`config.mk`:
```
export PLATFORM = sky130hd
export DESIGN_NAME = p3m_pin_select
export DESIGN_NICKNAME = d
export VERILOG_FILES = /design/src/rtl/p3m_pkg.sv /design/src/rtl/p3m_pin_drive.sv /design/src/rtl/p3m_pin_select.sv
export VERILOG_INCLUDE_DIRS = /design/src /design/src/rtl
export SDC_FILE = /design/constraint.sdc
export NUM_CORES = 1
export LEC_CHECK = 0
export BUFFER_PORTS_ARGS = -buffer_cell sky130_fd_sc_hd__buf_2
export CAP_MARGIN = 20
export CORE_MARGIN = 4
export CORE_UTILIZATION = 45
export CTS_CLUSTER_SIZE = 14
export DETAILED_ROUTE_END_ITERATION = 8
export PLACE_DENSITY = 0.71
export SLEW_MARGIN = 20
export SYNTH_ARGS = -nofsm -noshare
export SYNTH_HDL_FRONTEND = slang
export SYNTH_SLANG_ARGS = --single-unit
```
`constraint.sdc`:
```
create_clock -name sys_clk -period 2.25 [get_ports sys_clk]
set_input_delay 0.1125 -clock sys_clk [delete_from_list [all_inputs] [get_ports sys_clk]]
set_output_delay 0.1125 -clock sys_clk [all_outputs]
set_load 0.005 [all_outputs]
```
`src/rtl/p3m_params.svh`:
```
// Constants for the port 3 pin function selector: offsets, fields, resets.
// Assumes inclusion by bare name from the rtl/ and dv/ files that need it.
`ifndef P3M_PARAMS_SVH
`define P3M_PARAMS_SVH

// Register word offsets (byte addresses)
`define P3M_OFS_TIMER 8'h00
`define P3M_OFS_SERIAL 8'h04
`define P3M_OFS_UART 8'h08
`define P3M_OFS_PORT 8'h0C
`define P3M_OFS_STATUS 8'h10

// Writable bits of each configuration word
`define P3M_MASK_TIMER 16'h007F
`define P3M_MASK_SERIAL 16'h00FF
`define P3M_MASK_UART 16'h01FF
`define P3M_MASK_PORT 16'h03FF

// Reset values
`define P3M_RST_TIMER 16'h0000
`define P3M_RST_SERIAL 16'h0000
`define P3M_RST_UART 16'h0000
`define P3M_RST_PORT 16'h0000

// Timer word fields
`define P3M_TMR_CHD_SEL 0
`define P3M_TMR_OUT_EN_CTRL 1
`define P3M_TMR_MODE_A 2
`define P3M_TMR_CHD_PWM 3
`define P3M_TMR_CHD_IO_LSB 4

// Serial word fields
`define P3M_SER_CLK_OD 0
`define P3M_SER_DATA_OD 1
`define P3M_SER_I2C_SEL 2
`define P3M_SER_DATA_PIN_SEL 3
`define P3M_SER_DATA_OUT_CTL 4
`define P3M_SER_DATA_IN_CTL 5
`define P3M_SER_CLK_OUT_CTL 6
`define P3M_SER_CLK_IN_CTL 7

// UART word fields
`define P3M_UART_TX_EN 0
`define P3M_UART_MODE_LSB 1
`define P3M_UART_ROUTE_LSB 4
`define P3M_UART_ALT_PIN 6
`define P3M_UART_TX_ALT 7
`define P3M_UART_OD 8

// Port word fields
`define P3M_PORT_DIR_LSB 0
`define P3M_PORT_DATA_LSB 3
`define P3M_PORT_IRQ1_EN 6
`define P3M_PORT_IRQ1_SEL 7
`define P3M_PORT_PULLUP 8
`define P3M_PORT_TMRA_OE 9

`endif

```
`src/rtl/p3m_pkg.sv`:
```
// Types shared by the port 3 pin function selector.
// Assumes nothing beyond a SystemVerilog compiler.
`default_nettype none

package p3m_pkg;

  // Function currently given to a pin
  typedef enum logic [3:0] {
    FN_PORT_IN,
    FN_PORT_OUT,
    FN_PWM,
    FN_COMPARE,
    FN_CAPTURE,
    FN_SERCLK_OUT,
    FN_SERCLK_IN,
    FN_IRQ,
    FN_UART_TX,
    FN_UART_RX,
    FN_SDATA_OUT,
    FN_SDATA_IN,
    FN_TIMERA
  } p3m_func_t;

endpackage : p3m_pkg

`default_nettype wire

```
`src/rtl/p3m_pin_drive.sv`:
```
// One pin's output stage: registers drive level, enable and pull-up.
// Assumes the decoded function comes from the selector in sys_clk domain.
`default_nettype none

module p3m_pin_drive (
  input wire logic sys_clk,
  input wire logic rst_n,
  input wire logic drive,
  input wire logic data,
  input wire logic openDrain,
  input wire logic pullAllow,
  output logic pinOut,
  output logic pinOe,
  output logic pullEn
);
  import p3m_pkg::*;

  logic oeD;

  // Open drain only pulls low; a high level releases the pin
  assign oeD = drive & ~(openDrain & data);

  // ********************************
  // Output registers
  // ********************************
  always_ff @(posedge sys_clk or negedge rst_n) begin
    if (!rst_n) begin
      pinOut <= 1'b0;
      pinOe <= 1'b0;
      pullEn <= 1'b0;
    end else begin
      pinOut <= data;
      pinOe <= oeD;
      pullEn <= ~drive & pullAllow;
    end
  end

endmodule : p3m_pin_drive

`default_nettype wire

```
`src/rtl/p3m_pin_select.sv`:
```
// Port 3 upper pin function selector with a classic Wishbone slave.
// Assumes on-chip peripherals and a Wishbone master on sys_clk.
// Pin index 0 is port 3 bit 5, index 1 is bit 6, index 2 is bit 7.
//
// The Wishbone register port and the register addresses were left to the implementer.
`default_nettype none

`include "p3m_params.svh"

module p3m_pin_select #(
  parameter int ADDR_W = 8,
  parameter int NUM_PINS = 3
) (
  input wire logic sys_clk,
  input wire logic rst_n,
  input wire logic wb_cyc_i,
  input wire logic wb_stb_i,
  input wire logic wb_we_i,
  input wire logic [ADDR_W-1:0] wb_adr_i,
  input wire logic [3:0] wb_sel_i,
  input wire logic [31:0] wb_dat_i,
  output logic [31:0] wb_dat_o,
  output logic wb_ack_o,
  input wire logic [NUM_PINS-1:0] pinIn,
  output logic [NUM_PINS-1:0] pinOut,
  output logic [NUM_PINS-1:0] pinOe,
  output logic [NUM_PINS-1:0] pullupEn,
  input wire logic timerChdPwmWave,
  input wire logic timerChdCmpWave,
  output logic timerChdCapture,
  input wire logic syncSerialClockOut,
  output logic syncSerialClockIn,
  input wire logic syncSerialDataOut,
  output logic syncSerialDataIn,
  input wire logic timeraOutWave,
  input wire logic uart1TransmitData,
  output logic uart1ReceiveData,
  output logic externalIrq1
);
  import p3m_pkg::*;

  // Refuse sizes the decoder cannot serve
  if (NUM_PINS != 3) begin : gBadPins
    $error("p3m_pin_select serves exactly three pins");
  end
  if (ADDR_W < 5) begin : gBadAdr
    $error("p3m_pin_select needs at least 5 address bits");
  end

  // ****************************************
  // Wishbone slave and configuration words
  // ****************************************
  logic [15:0] cfgQ [4];
  logic ackQ;
  logic [31:0] rdQ;
  logic req;
  logic wrEn;
  logic [7:0] adr8;
  logic [3:0] hit;
  logic hitStatus;
  logic [15:0] lane;
  logic [15:0] mask [4];
  logic [15:0] statusWord;
  logic [31:0] rdD;

  assign req = wb_cyc_i & wb_stb_i & ~ackQ;
  // Writes land on the edge where the master samples acknowledge high
  assign wrEn = wb_cyc_i & wb_stb_i & wb_we_i & ackQ;
  assign adr8 = 8'(wb_adr_i);
  assign hit[0] = adr8 == `P3M_OFS_TIMER;
  assign hit[1] = adr8 == `P3M_OFS_SERIAL;
  assign hit[2] = adr8 == `P3M_OFS_UART;
  assign hit[3] = adr8 == `P3M_OFS_PORT;
  assign hitStatus = adr8 == `P3M_OFS_STATUS;
  assign lane = {{8{wb_sel_i[1]}}, {8{wb_sel_i[0]}}};
  assign mask[0] = `P3M_MASK_TIMER;
  assign mask[1] = `P3M_MASK_SERIAL;
  assign mask[2] = `P3M_MASK_UART;
  assign mask[3] = `P3M_MASK_PORT;

  // Read selection; unmapped addresses read zero
  assign rdD = hit[0] ? {16'h0000, cfgQ[0]} :
               hit[1] ? {16'h0000, cfgQ[1]} :
               hit[2] ? {16'h0000, cfgQ[2]} :
               hit[3] ? {16'h0000, cfgQ[3]} :
               hitStatus ? {16'h0000, statusWord} : 32'h0000_0000;

  // One-cycle answer to every request, mapped or not
  always_ff @(posedge sys_clk or negedge rst_n) begin
    if (!rst_n) begin
      ackQ <= 1'b0;
      rdQ <= 32'h0000_0000;
    end else begin
      ackQ <= req;
      rdQ <= req ? rdD : rdQ;
    end
  end

  // Configuration words, written with byte lanes on the acknowledge edge
  always_ff @(posedge sys_clk or negedge rst_n) begin
    if (!rst_n) begin
      cfgQ[0] <= `P3M_RST_TIMER;
      cfgQ[1] <= `P3M_RST_SERIAL;
      cfgQ[2] <= `P3M_RST_UART;
      cfgQ[3] <= `P3M_RST_PORT;
    end else begin
      for (int i = 0; i < 4; i++) begin
        if (wrEn && hit[i]) begin
          cfgQ[i] <= (cfgQ[i] & ~(lane & mask[i])) |
                     (wb_dat_i[15:0] & lane & mask[i]);
        end
      end
    end
  end

  assign wb_ack_o = ackQ;
  assign wb_dat_o = rdQ;

  // ********************************
  // Configuration fields
  // ********************************
  logic chdSel, outEnCtl, modeA, chdPwm;
  logic [2:0] chdIo;
  logic clkOd, dataOd, i2cSel, dataPinSel;
  logic dataOutCtl, dataInCtl, clkOutCtl, clkInCtl;
  logic txEn, altPin, txAlt, uartOd;
  logic [2:0] uartMode;
  logic [1:0] route;
  logic [2:0] dir, portData;
  logic irq1En, irq1Sel, pullupBit, timeraOe;

  assign chdSel = cfgQ[0][`P3M_TMR_CHD_SEL];
  assign outEnCtl = cfgQ[0][`P3M_TMR_OUT_EN_CTRL];
  assign modeA = cfgQ[0][`P3M_TMR_MODE_A];
  assign chdPwm = cfgQ[0][`P3M_TMR_CHD_PWM];
  assign chdIo = cfgQ[0][`P3M_TMR_CHD_IO_LSB +: 3];
  assign clkOd = cfgQ[1][`P3M_SER_CLK_OD];
  assign dataOd = cfgQ[1][`P3M_SER_DATA_OD];
  assign i2cSel = cfgQ[1][`P3M_SER_I2C_SEL];
  assign dataPinSel = cfgQ[1][`P3M_SER_DATA_PIN_SEL];
  assign dataOutCtl = cfgQ[1][`P3M_SER_DATA_OUT_CTL];
  assign dataInCtl = cfgQ[1][`P3M_SER_DATA_IN_CTL];
  assign clkOutCtl = cfgQ[1][`P3M_SER_CLK_OUT_CTL];
  assign clkInCtl = cfgQ[1][`P3M_SER_CLK_IN_CTL];
  assign txEn = cfgQ[2][`P3M_UART_TX_EN];
  assign uartMode = cfgQ[2][`P3M_UART_MODE_LSB +: 3];
  assign route = cfgQ[2][`P3M_UART_ROUTE_LSB +: 2];
  assign altPin = cfgQ[2][`P3M_UART_ALT_PIN];
  assign txAlt = cfgQ[2][`P3M_UART_TX_ALT];
  assign uartOd = cfgQ[2][`P3M_UART_OD];
  assign dir = cfgQ[3][`P3M_PORT_DIR_LSB +: 3];
  assign portData = cfgQ[3][`P3M_PORT_DATA_LSB +: 3];
  assign irq1En = cfgQ[3][`P3M_PORT_IRQ1_EN];
  assign irq1Sel = cfgQ[3][`P3M_PORT_IRQ1_SEL];
  assign pullupBit = cfgQ[3][`P3M_PORT_PULLUP];
  assign timeraOe = cfgQ[3][`P3M_PORT_TMRA_OE];

  // ********************************
  // Function decode
  // ********************************
  logic chdPwmOn, chdCmpOn, chdCapOn, clkOutOn, clkInOn;
  logic txModeOk, tx36On, rx36On, irqOn;
  logic dataSelOk, dataOutOn, dataInOn, tx37On, rx37On, tmraOn;

  // Timer channel D and serial clock on bit 5
  assign chdPwmOn = chdSel & ~outEnCtl & modeA & chdPwm;
  assign chdCmpOn = chdSel & ~outEnCtl & modeA & ~chdPwm &
                    (chdIo == 3'b001 || chdIo[2:1] == 2'b01);
  assign chdCapOn = chdSel & ~chdPwm & chdIo[2];
  assign clkOutOn = ~i2cSel & clkOutCtl & ~clkInCtl;
  assign clkInOn = ~i2cSel & clkInCtl & ~clkOutCtl;

  // UART1, interrupt 1 on bit 6
  assign txModeOk = uartMode == 3'b100 || uartMode == 3'b101 ||
                    uartMode == 3'b110;
  assign tx36On = txEn & txModeOk & (route == 2'b10);
  assign rx36On = ~dir[1] & ~txEn & ~irq1En & (route == 2'b10);
  assign irqOn = ~dir[1] & irq1En & irq1Sel & ~tx36On;

  // Serial data, UART1, timer A on bit 7
  assign dataSelOk = ~dataPinSel & ~i2cSel;
  assign dataOutOn = dataSelOk & dataOutCtl & ~dataInCtl;
  assign dataInOn = dataSelOk & dataInCtl & ~dataOutCtl;
  assign tx37On = ~dataOutOn & ~dataInOn & txEn &
                  (txModeOk || uartMode == 3'b001) &
                  ((route == 2'b00) || (route == 2'b01 && altPin && txAlt));
  assign rx37On = ~dataOutOn & ~dataInOn & ~dir[2] & ~txEn &
                  (route == 2'b00) & ~timeraOe;
  assign tmraOn = ~dataOutCtl & ~dataInCtl & timeraOe & ~tx37On;

  // Per-pin drive, level and open-drain choice, by priority
  logic [2:0] drv, dat, odSel;
  p3m_func_t fn [3];

  always_comb begin
    drv[0] = 1'b1;
    dat[0] = timerChdPwmWave;
    odSel[0] = 1'b0;
    fn[0] = FN_PWM;
    if (chdPwmOn) begin
      dat[0] = timerChdPwmWave;
    end else if (chdCmpOn) begin
      dat[0] = timerChdCmpWave;
      fn[0] = FN_COMPARE;
    end else if (chdCapOn) begin
      drv[0] = 1'b0;
      fn[0] = FN_CAPTURE;
    end else if (clkOutOn) begin
      dat[0] = syncSerialClockOut;
      odSel[0] = clkOd;
      fn[0] = FN_SERCLK_OUT;
    end else if (clkInOn) begin
      drv[0] = 1'b0;
      fn[0] = FN_SERCLK_IN;
    end else begin
      drv[0] = dir[0];
      dat[0] = portData[0];
      fn[0] = dir[0] ? FN_PORT_OUT : FN_PORT_IN;
    end
    drv[1] = 1'b1;
    dat[1] = uart1TransmitData;
    odSel[1] = uartOd;
    fn[1] = FN_UART_TX;
    if (tx36On) begin
      dat[1] = uart1TransmitData;
    end else if (irqOn || rx36On) begin
      drv[1] = 1'b0;
      fn[1] = irqOn ? FN_IRQ : FN_UART_RX;
    end else begin
      drv[1] = dir[1];
      dat[1] = portData[1];
      odSel[1] = 1'b0;
      fn[1] = dir[1] ? FN_PORT_OUT : FN_PORT_IN;
    end
    drv[2] = 1'b1;
    dat[2] = syncSerialDataOut;
    odSel[2] = dataOd;
    fn[2] = FN_SDATA_OUT;
    if (dataOutOn) begin
      dat[2] = syncSerialDataOut;
    end else if (dataInOn) begin
      drv[2] = 1'b0;
      fn[2] = FN_SDATA_IN;
    end else if (tx37On) begin
      dat[2] = uart1TransmitData;
      odSel[2] = uartOd;
      fn[2] = FN_UART_TX;
    end else if (rx37On) begin
      drv[2] = 1'b0;
      odSel[2] = 1'b0;
      fn[2] = FN_UART_RX;
    end else if (tmraOn) begin
      dat[2] = timeraOutWave;
      odSel[2] = 1'b0;
      fn[2] = FN_TIMERA;
    end else begin
      drv[2] = dir[2];
      dat[2] = portData[2];
      odSel[2] = 1'b0;
      fn[2] = dir[2] ? FN_PORT_OUT : FN_PORT_IN;
    end
  end

  assign statusWord = {1'b0, pinIn, fn[2], fn[1], fn[0]};

  // ********************************
  // Pin output stages
  // ********************************
  // Registered stage puts each decode change on the pin one clock later
  for (genvar g = 0; g < NUM_PINS; g++) begin : gPin
    p3m_pin_drive uDrive (
      .sys_clk(sys_clk),
      .rst_n(rst_n),
      .drive(drv[g]),
      .data(dat[g]),
      .openDrain(odSel[g]),
      .pullAllow(pullupBit),
      .pinOut(pinOut[g]),
      .pinOe(pinOe[g]),
      .pullEn(pullupEn[g])
    );
  end

  // Registered inputs handed to the peripherals, zero when not routed, except UART receive which idles high
  always_ff @(posedge sys_clk or negedge rst_n) begin
    if (!rst_n) begin
      timerChdCapture <= 1'b0;
      syncSerialClockIn <= 1'b0;
      syncSerialDataIn <= 1'b0;
      uart1ReceiveData <= 1'b1;
      externalIrq1 <= 1'b0;
    end else begin
      timerChdCapture <= chdCapOn & pinIn[0];
      syncSerialClockIn <= (fn[0] == FN_SERCLK_IN) & pinIn[0];
      syncSerialDataIn <= dataInOn & pinIn[2];
      uart1ReceiveData <= rx37On ? pinIn[2] : (rx36On ? pinIn[1] : 1'b1);
      externalIrq1 <= irqOn & pinIn[1];
    end
  end

  // ********************************
  // Assertions
  // ********************************
  property p_pwm;
    @(posedge sys_clk) disable iff (!rst_n)
    chdPwmOn |=> pinOe[0] && pinOut[0] == $past(timerChdPwmWave);
  endproperty
  a_pwm: assert property (p_pwm) else $error("pwm not on pin");

  property p_cmp;
    @(posedge sys_clk) disable iff (!rst_n)
    (chdSel && !outEnCtl && modeA && !chdPwm && chdIo == 3'b011)
      |=> pinOe[0] && pinOut[0] == $past(timerChdCmpWave);
  endproperty
  a_cmp: assert property (p_cmp) else $error("compare not on pin");

  property p_cap;
    @(posedge sys_clk) disable iff (!rst_n)
    (chdSel && !chdPwm && chdIo[2]) |=> !pinOe[0] &&
      timerChdCapture == $past(pinIn[0]);
  endproperty
  a_cap: assert property (p_cap) else $error("capture path wrong");

  property p_chdOff;
    @(posedge sys_clk) disable iff (!rst_n)
    !chdSel |=> !timerChdCapture;
  endproperty
  a_chdOff: assert property (p_chdOff) else $error("timer d leaks");

  property p_clkOd;
    @(posedge sys_clk) disable iff (!rst_n)
    (fn[0] == FN_SERCLK_OUT && clkOd && syncSerialClockOut) |=> !pinOe[0];
  endproperty
  a_clkOd: assert property (p_clkOd) else $error("clock drives high");

  property p_irq;
    @(posedge sys_clk) disable iff (!rst_n)
    (dir[1] || !irq1En || !irq1Sel) |=> !externalIrq1;
  endproperty
  a_irq: assert property (p_irq) else $error("irq1 wrongly routed");

  property p_tx36;
    @(posedge sys_clk) disable iff (!rst_n)
    (txEn && uartMode == 3'b101 && route == 2'b10 && !uartOd)
      |=> pinOe[1] && pinOut[1] == $past(uart1TransmitData);
  endproperty
  a_tx36: assert property (p_tx36) else $error("tx not on bit 6");

  property p_txOd;
    @(posedge sys_clk) disable iff (!rst_n)
    (tx36On && uartOd && uart1TransmitData) |=> !pinOe[1];
  endproperty
  a_txOd: assert property (p_txOd) else $error("tx drives high");

  property p_pull;
    @(posedge sys_clk) disable iff (!rst_n)
    !pullupBit |=> pullupEn == 3'b000;
  endproperty
  a_pull: assert property (p_pull) else $error("pull-up without bit");

  property p_sdata;
    @(posedge sys_clk) disable iff (!rst_n)
    (dataPinSel || i2cSel) |=> !syncSerialDataIn;
  endproperty
  a_sdata: assert property (p_sdata) else $error("serial data leaks");

  property p_sdataOd;
    @(posedge sys_clk) disable iff (!rst_n)
    (dataOutOn && dataOd && syncSerialDataOut) |=> !pinOe[2];
  endproperty
  a_sdataOd: assert property (p_sdataOd) else $error("data drives 1");

  property p_uartOff;
    @(posedge sys_clk) disable iff (!rst_n)
    (route == 2'b11) |-> fn[2] != FN_UART_TX && fn[2] != FN_UART_RX;
  endproperty
  a_uartOff: assert property (p_uartOff) else $error("uart on bit 7");

  property p_tmra;
    @(posedge sys_clk) disable iff (!rst_n)
    (!dataOutCtl && !dataInCtl && timeraOe && !txEn)
      |=> pinOe[2] && pinOut[2] == $past(timeraOutWave);
  endproperty
  a_tmra: assert property (p_tmra) else $error("timer a not on pin");

endmodule : p3m_pin_select

`default_nettype wire

```
* Word-level counts from Yosys, hierarchy flattened
Cells that the tools add are included.
W data, S select, Z words.
** Cells by class
- Eq/ne operators :: 13
- Mux-type cells :: 56
- Bitwise operators :: 89
- Reductions and logical operators :: 14
** Operators by type and width (number)
- $and A16 B16 Y16 :: 4
- $mux W16 :: 4
- $and A1 B1 Y1 :: 52
- $mux W1 :: 38
- $mux W4 :: 9
- $not A1 Y1 :: 24
- $eq A8 B4 Y1 const B :: 2
- $not A10 Y16 :: 1
- $not A7 Y16 :: 1
- $not A8 Y16 :: 1
- $not A9 Y16 :: 1
- $or A16 B10 Y16 :: 1
- $or A16 B7 Y16 :: 1
- $or A16 B8 Y16 :: 1
- $or A16 B9 Y16 :: 1
- $mux W15 :: 1
- $mux W3 :: 4
- $and A10 B10 Y10 :: 1
- $eq A3 B3 Y1 const B :: 3
- $eq A8 B3 Y1 const B :: 1
- $eq A8 B5 Y1 const B :: 1
- $logic_not A8 Y1 :: 1
- $eq A3 B1 Y1 const B :: 2
- $logic_and A1 B1 Y1 :: 6
- 5 further kinds :: 11
** Word-level totals
- Register bits after elaboration :: 111
- Input bits :: 58
- Output and inout port bits :: 47
- Logic and storage cells :: 192

* Longest topological paths before layout
- Depth in word-level cells :: 21
- Gate-level depth with buffers :: 6
- Gate-level depth less buffers :: 5

* Hierarchy
From an unflattened synthesis, not the netlist that was laid out.
** Second synthesis, totals
- Cell total of the unflattened synthesis :: 335
- Area total of the unflattened synthesis :: 3477.1 µm²
** Modules (own cells, without submodules)
- p3m_pin_select :: times used 1, cells each 320, area each 3199.3 µm², seq. area each 1377.6 µm²
- p3m_pin_drive :: times used 3, cells each 5, area each 92.6 µm², seq. area each 75.1 µm²

* Worst setup path before layout
OpenSTA, ideal clock, no wires.
- Path kind :: register to register
- Start :: register (tool-made name)
- End :: register gPin[0].uDrive.pinOut
- Setup time :: 0.122 ns
- Arrival time :: 1.555 ns
- Data required time :: 2.128 ns
- Path slack :: 0.574 ns
- Cell stages (with the launch flop) :: 6
- Buffers on the path :: 1
- Clock period less this slack :: 1.676 ns
- Path through :: dfrtp_1 > buf_6 > or4b_2 > o211ai_1 > nand2_1 > a32o_1
** RTL lines
- to (signal assigned) :: RTL line p3m_pin_drive.sv:32 : pinOut <= data;
- to (decl) :: RTL line p3m_pin_drive.sv:12 : output logic pinOut,

==> results.md <==
- Fin crit share: 86.4%
- Largest fanout on the critical path: 6
- Yosys synthesis warning count: 0
- Cells after synthesis: 315
- Worst Path Class, Setup: reg -> reg
- Async set or reset register ratio after synthesis: 100%
- Final estimated routing congestion in global placement: 0.885
- Final antenna diode count: 0
- Total I/O pin count: 105
- Wire length of the first global-routing pass: 13200 um
- Vias per Instance: 5.52
- Overall die height: 96.1 um
- Reg-to-Reg End: gPin[2].uDrive.pinOe
- Final sum of negative setup slack: 0 ns
- CTS clk-pin slew, worst paths: 0.07 ns
- First-pass DRT Iterations: 4
- Layout cells sized above 1: 36.9%
- Hold violation count in the final report: 0
- Maximum clock path buffer count: 2
- Seq/Total Area, Yosys: 45.9%
- Number of vias in the routed layout: 2656
- Dominant synthesized flop cell: sky130_fd_sc_hd__dfrtp_1
- Arrival time of data at the critical path endpoint: 2.14 ns
- Max Clock Freq: 514 MHz
- Area share of the largest cell type after synthesis: 45.2%
- Worst hold path class: in -> reg
- Cell accounting for the most synthesized area: sky130_fd_sc_hd__dfrtp_1
- Post-synth EDFFs: 0
- Postcts setup bufs: 0
- Post-CTS Hold Buffers: 3
- R2r worst-path depth: 4
- Post-DRT Antenna Nets: 0
- Worst IR drop on VDD: 280 uV
- Core area: 7410 sq um
- Worst Hold Path Cells: 3
- Post-cts sizing count: 0
- Worst skew pair latency: 0.35 ns
- Area growth from synthesis to layout: 15.2%
- Die ar.: 9230 sq um
- Slack of the worst reg-to-reg path: 0.31 ns
- Buffer cell driving the clock tree root: sky130_fd_sc_hd__clkbuf_8
- Setup skew after layout: 0.00796 ns
- Total length of routed wires: 8470 um
- Synth Area per Inst: 11.1 sq um
- Global Route Usage Sum: 19.1%
- Number of global-route vias before repair: 2588
- Global route total overflow: 0
- Hold EP: externalIrq1
- Worst-Margin Slew: 0.705 ns
- Power consumption: 0.00239 W
- TritonCTS clock tree: yes
- Status: completed
- HPWL Detailed: 6320 um
- Worst EP required: 2.45 ns
- Max-capacitance violation count: 0
- Number of standard-cell rows in the floorplan: 31
- Post-synthesis cell area: 3490 sq um
- Commonest cells after routing, fill and taps aside: sky130_fd_sc_hd__dfrtp_1, sky130_fd_sc_hd__buf_2, sky130_fd_sc_hd__mux2_2, sky130_fd_sc_hd__nand2_1, sky130_fd_sc_hd__nor2_1
- Hold Crit Start: pinIn[1]
- Violation count after the first detailed-routing iteration: 187
- Antenna violations before repair: 0
- Rel. slew slack: 53.0%
- Sink count of the clock tree: 64
- Largest cells by area after synthesis: sky130_fd_sc_hd__dfrtp_1, sky130_fd_sc_hd__mux2_2, sky130_fd_sc_hd__buf_4, sky130_fd_sc_hd__mux4_2, sky130_fd_sc_hd__nand2_1
- RSZ-0062 raised after global routing: false
- Number of slew-limit violations in the final report: 0
- Routed length per placed instance: 17.6 um
- Worst setup SP type: flip-flop
- Final-stage net count: 435
- Shortest period the worst path allows: 1.94 ns
- Number of endpoints failing setup at the final stage: 0
- Library cells used by synthesis: 67
- Buffers on Ports: 63
- Drt drc: 0
- Horizontal die dimension: 96.1 um
- Power per cell area: 595 nW/um^2
- Initial core utilization: 47.1%
- Number of buffers created by CTS: 9
- Largest net degree at the start of global routing: 36
- Count of H-tree levels built during CTS: 3
- Cell leakage power: 1.97 nW
- Flip-flop and latch count after synthesis: 64
- Crit path capture type: flip-flop
how the worst max path moves through the flow:
stage / endpoint / slack, ns
detailed placement: gPin[2].uDrive.pinOe / 0.33
finish: gPin[2].uDrive.pinOe / 0.31
floorplan: gPin[0].uDrive.pinOut / 0.57
global route: gPin[2].uDrive.pinOe / 0.23
CTS: gPin[2].uDrive.pinOe / 0.33
global placement: flip-flop / 0.43
critical path, cell delays in order (launching register included):
cell and delay (ns):
sky130_fd_sc_hd__dfrtp_1 0.41, sky130_fd_sc_hd__a21bo_2 0.31, sky130_fd_sc_hd__nor4_4 0.39, sky130_fd_sc_hd__a221oi_1 0.20
sky130_fd_sc_hd__a2111oi_0 0.48
where the power goes:
group          leakage, nW  total [W]  switching (W)  internal [W]
Combinational        0.983   0.000176       0.000108     0.0000676
Sequential           0.880    0.00118     0.00000914       0.00117
Clock                0.109    0.00104       0.000440      0.000599
cell type report:
| class | instances | area [sq um] |
|---|---|---|
| Sequential cell | 64 | 1600 |
| Inverter | 11 | 41.3 |
| Timing Repair Buffer | 75 | 425 |
| Fill cell | 667 | 3390 |
| Clock inverter | 3 | 40.0 |
| Tap cell | 99 | 124 |
| Multi-Input combinational cell | 216 | 1620 |
| Clock buffer | 13 | 169 |
synthesized netlist by cell type (all sizes together), types with 5 or more instances:
cell type,number
nand2,25
a21oi,8
mux2,36
and2,5
clkbuf,5
inv,11
o21ai,13
buf,35
nor4,7
nor3,5
nor2,22
dfrtp,63
logic make-up (layout without fill, tap and decap cells):
family                 Yosys count  in the layout  share of synthesized area, %
other                            1             17                         0.107
XOR/XNOR                         2              2                         0.502
buffers and inverters           51            102                          9.39
flip-flops                      64             64                          45.9
AO/OA/AOI/OAI                   63             63                          13.2
AND/OR/NAND/NOR                 91             91                          15.8
multiplexers                    43             43                          15.1
metal layers:
layer  share of wire (%)  vias to the layer above  GRT usage [%]
li1                    -                     1241              -
met1                  44                     1302           25.5
met2                  48                      103           30.0
met3                 7.4                       10           4.07
met4                 1.5                        0           7.94
met5                   0                        -              0
per-stage QoR:
stage               utilization, %  instances  hold slack (ns)  setup slack (ns)  instance area, sq um
global route                  54.3        481           0.0155             0.234                  4020
detailed placement            51.1        462            0.210             0.328                  3780
CTS                           54.3        481          0.00816             0.329                  4020
finish                        54.3        481           0.0197             0.305                  4020
global placement              51.1        462            0.188             0.428                  3780
floorplan                        -        331           -0.183             0.574                  3550
Note: power is estimated with default switching activity, not from simulation.
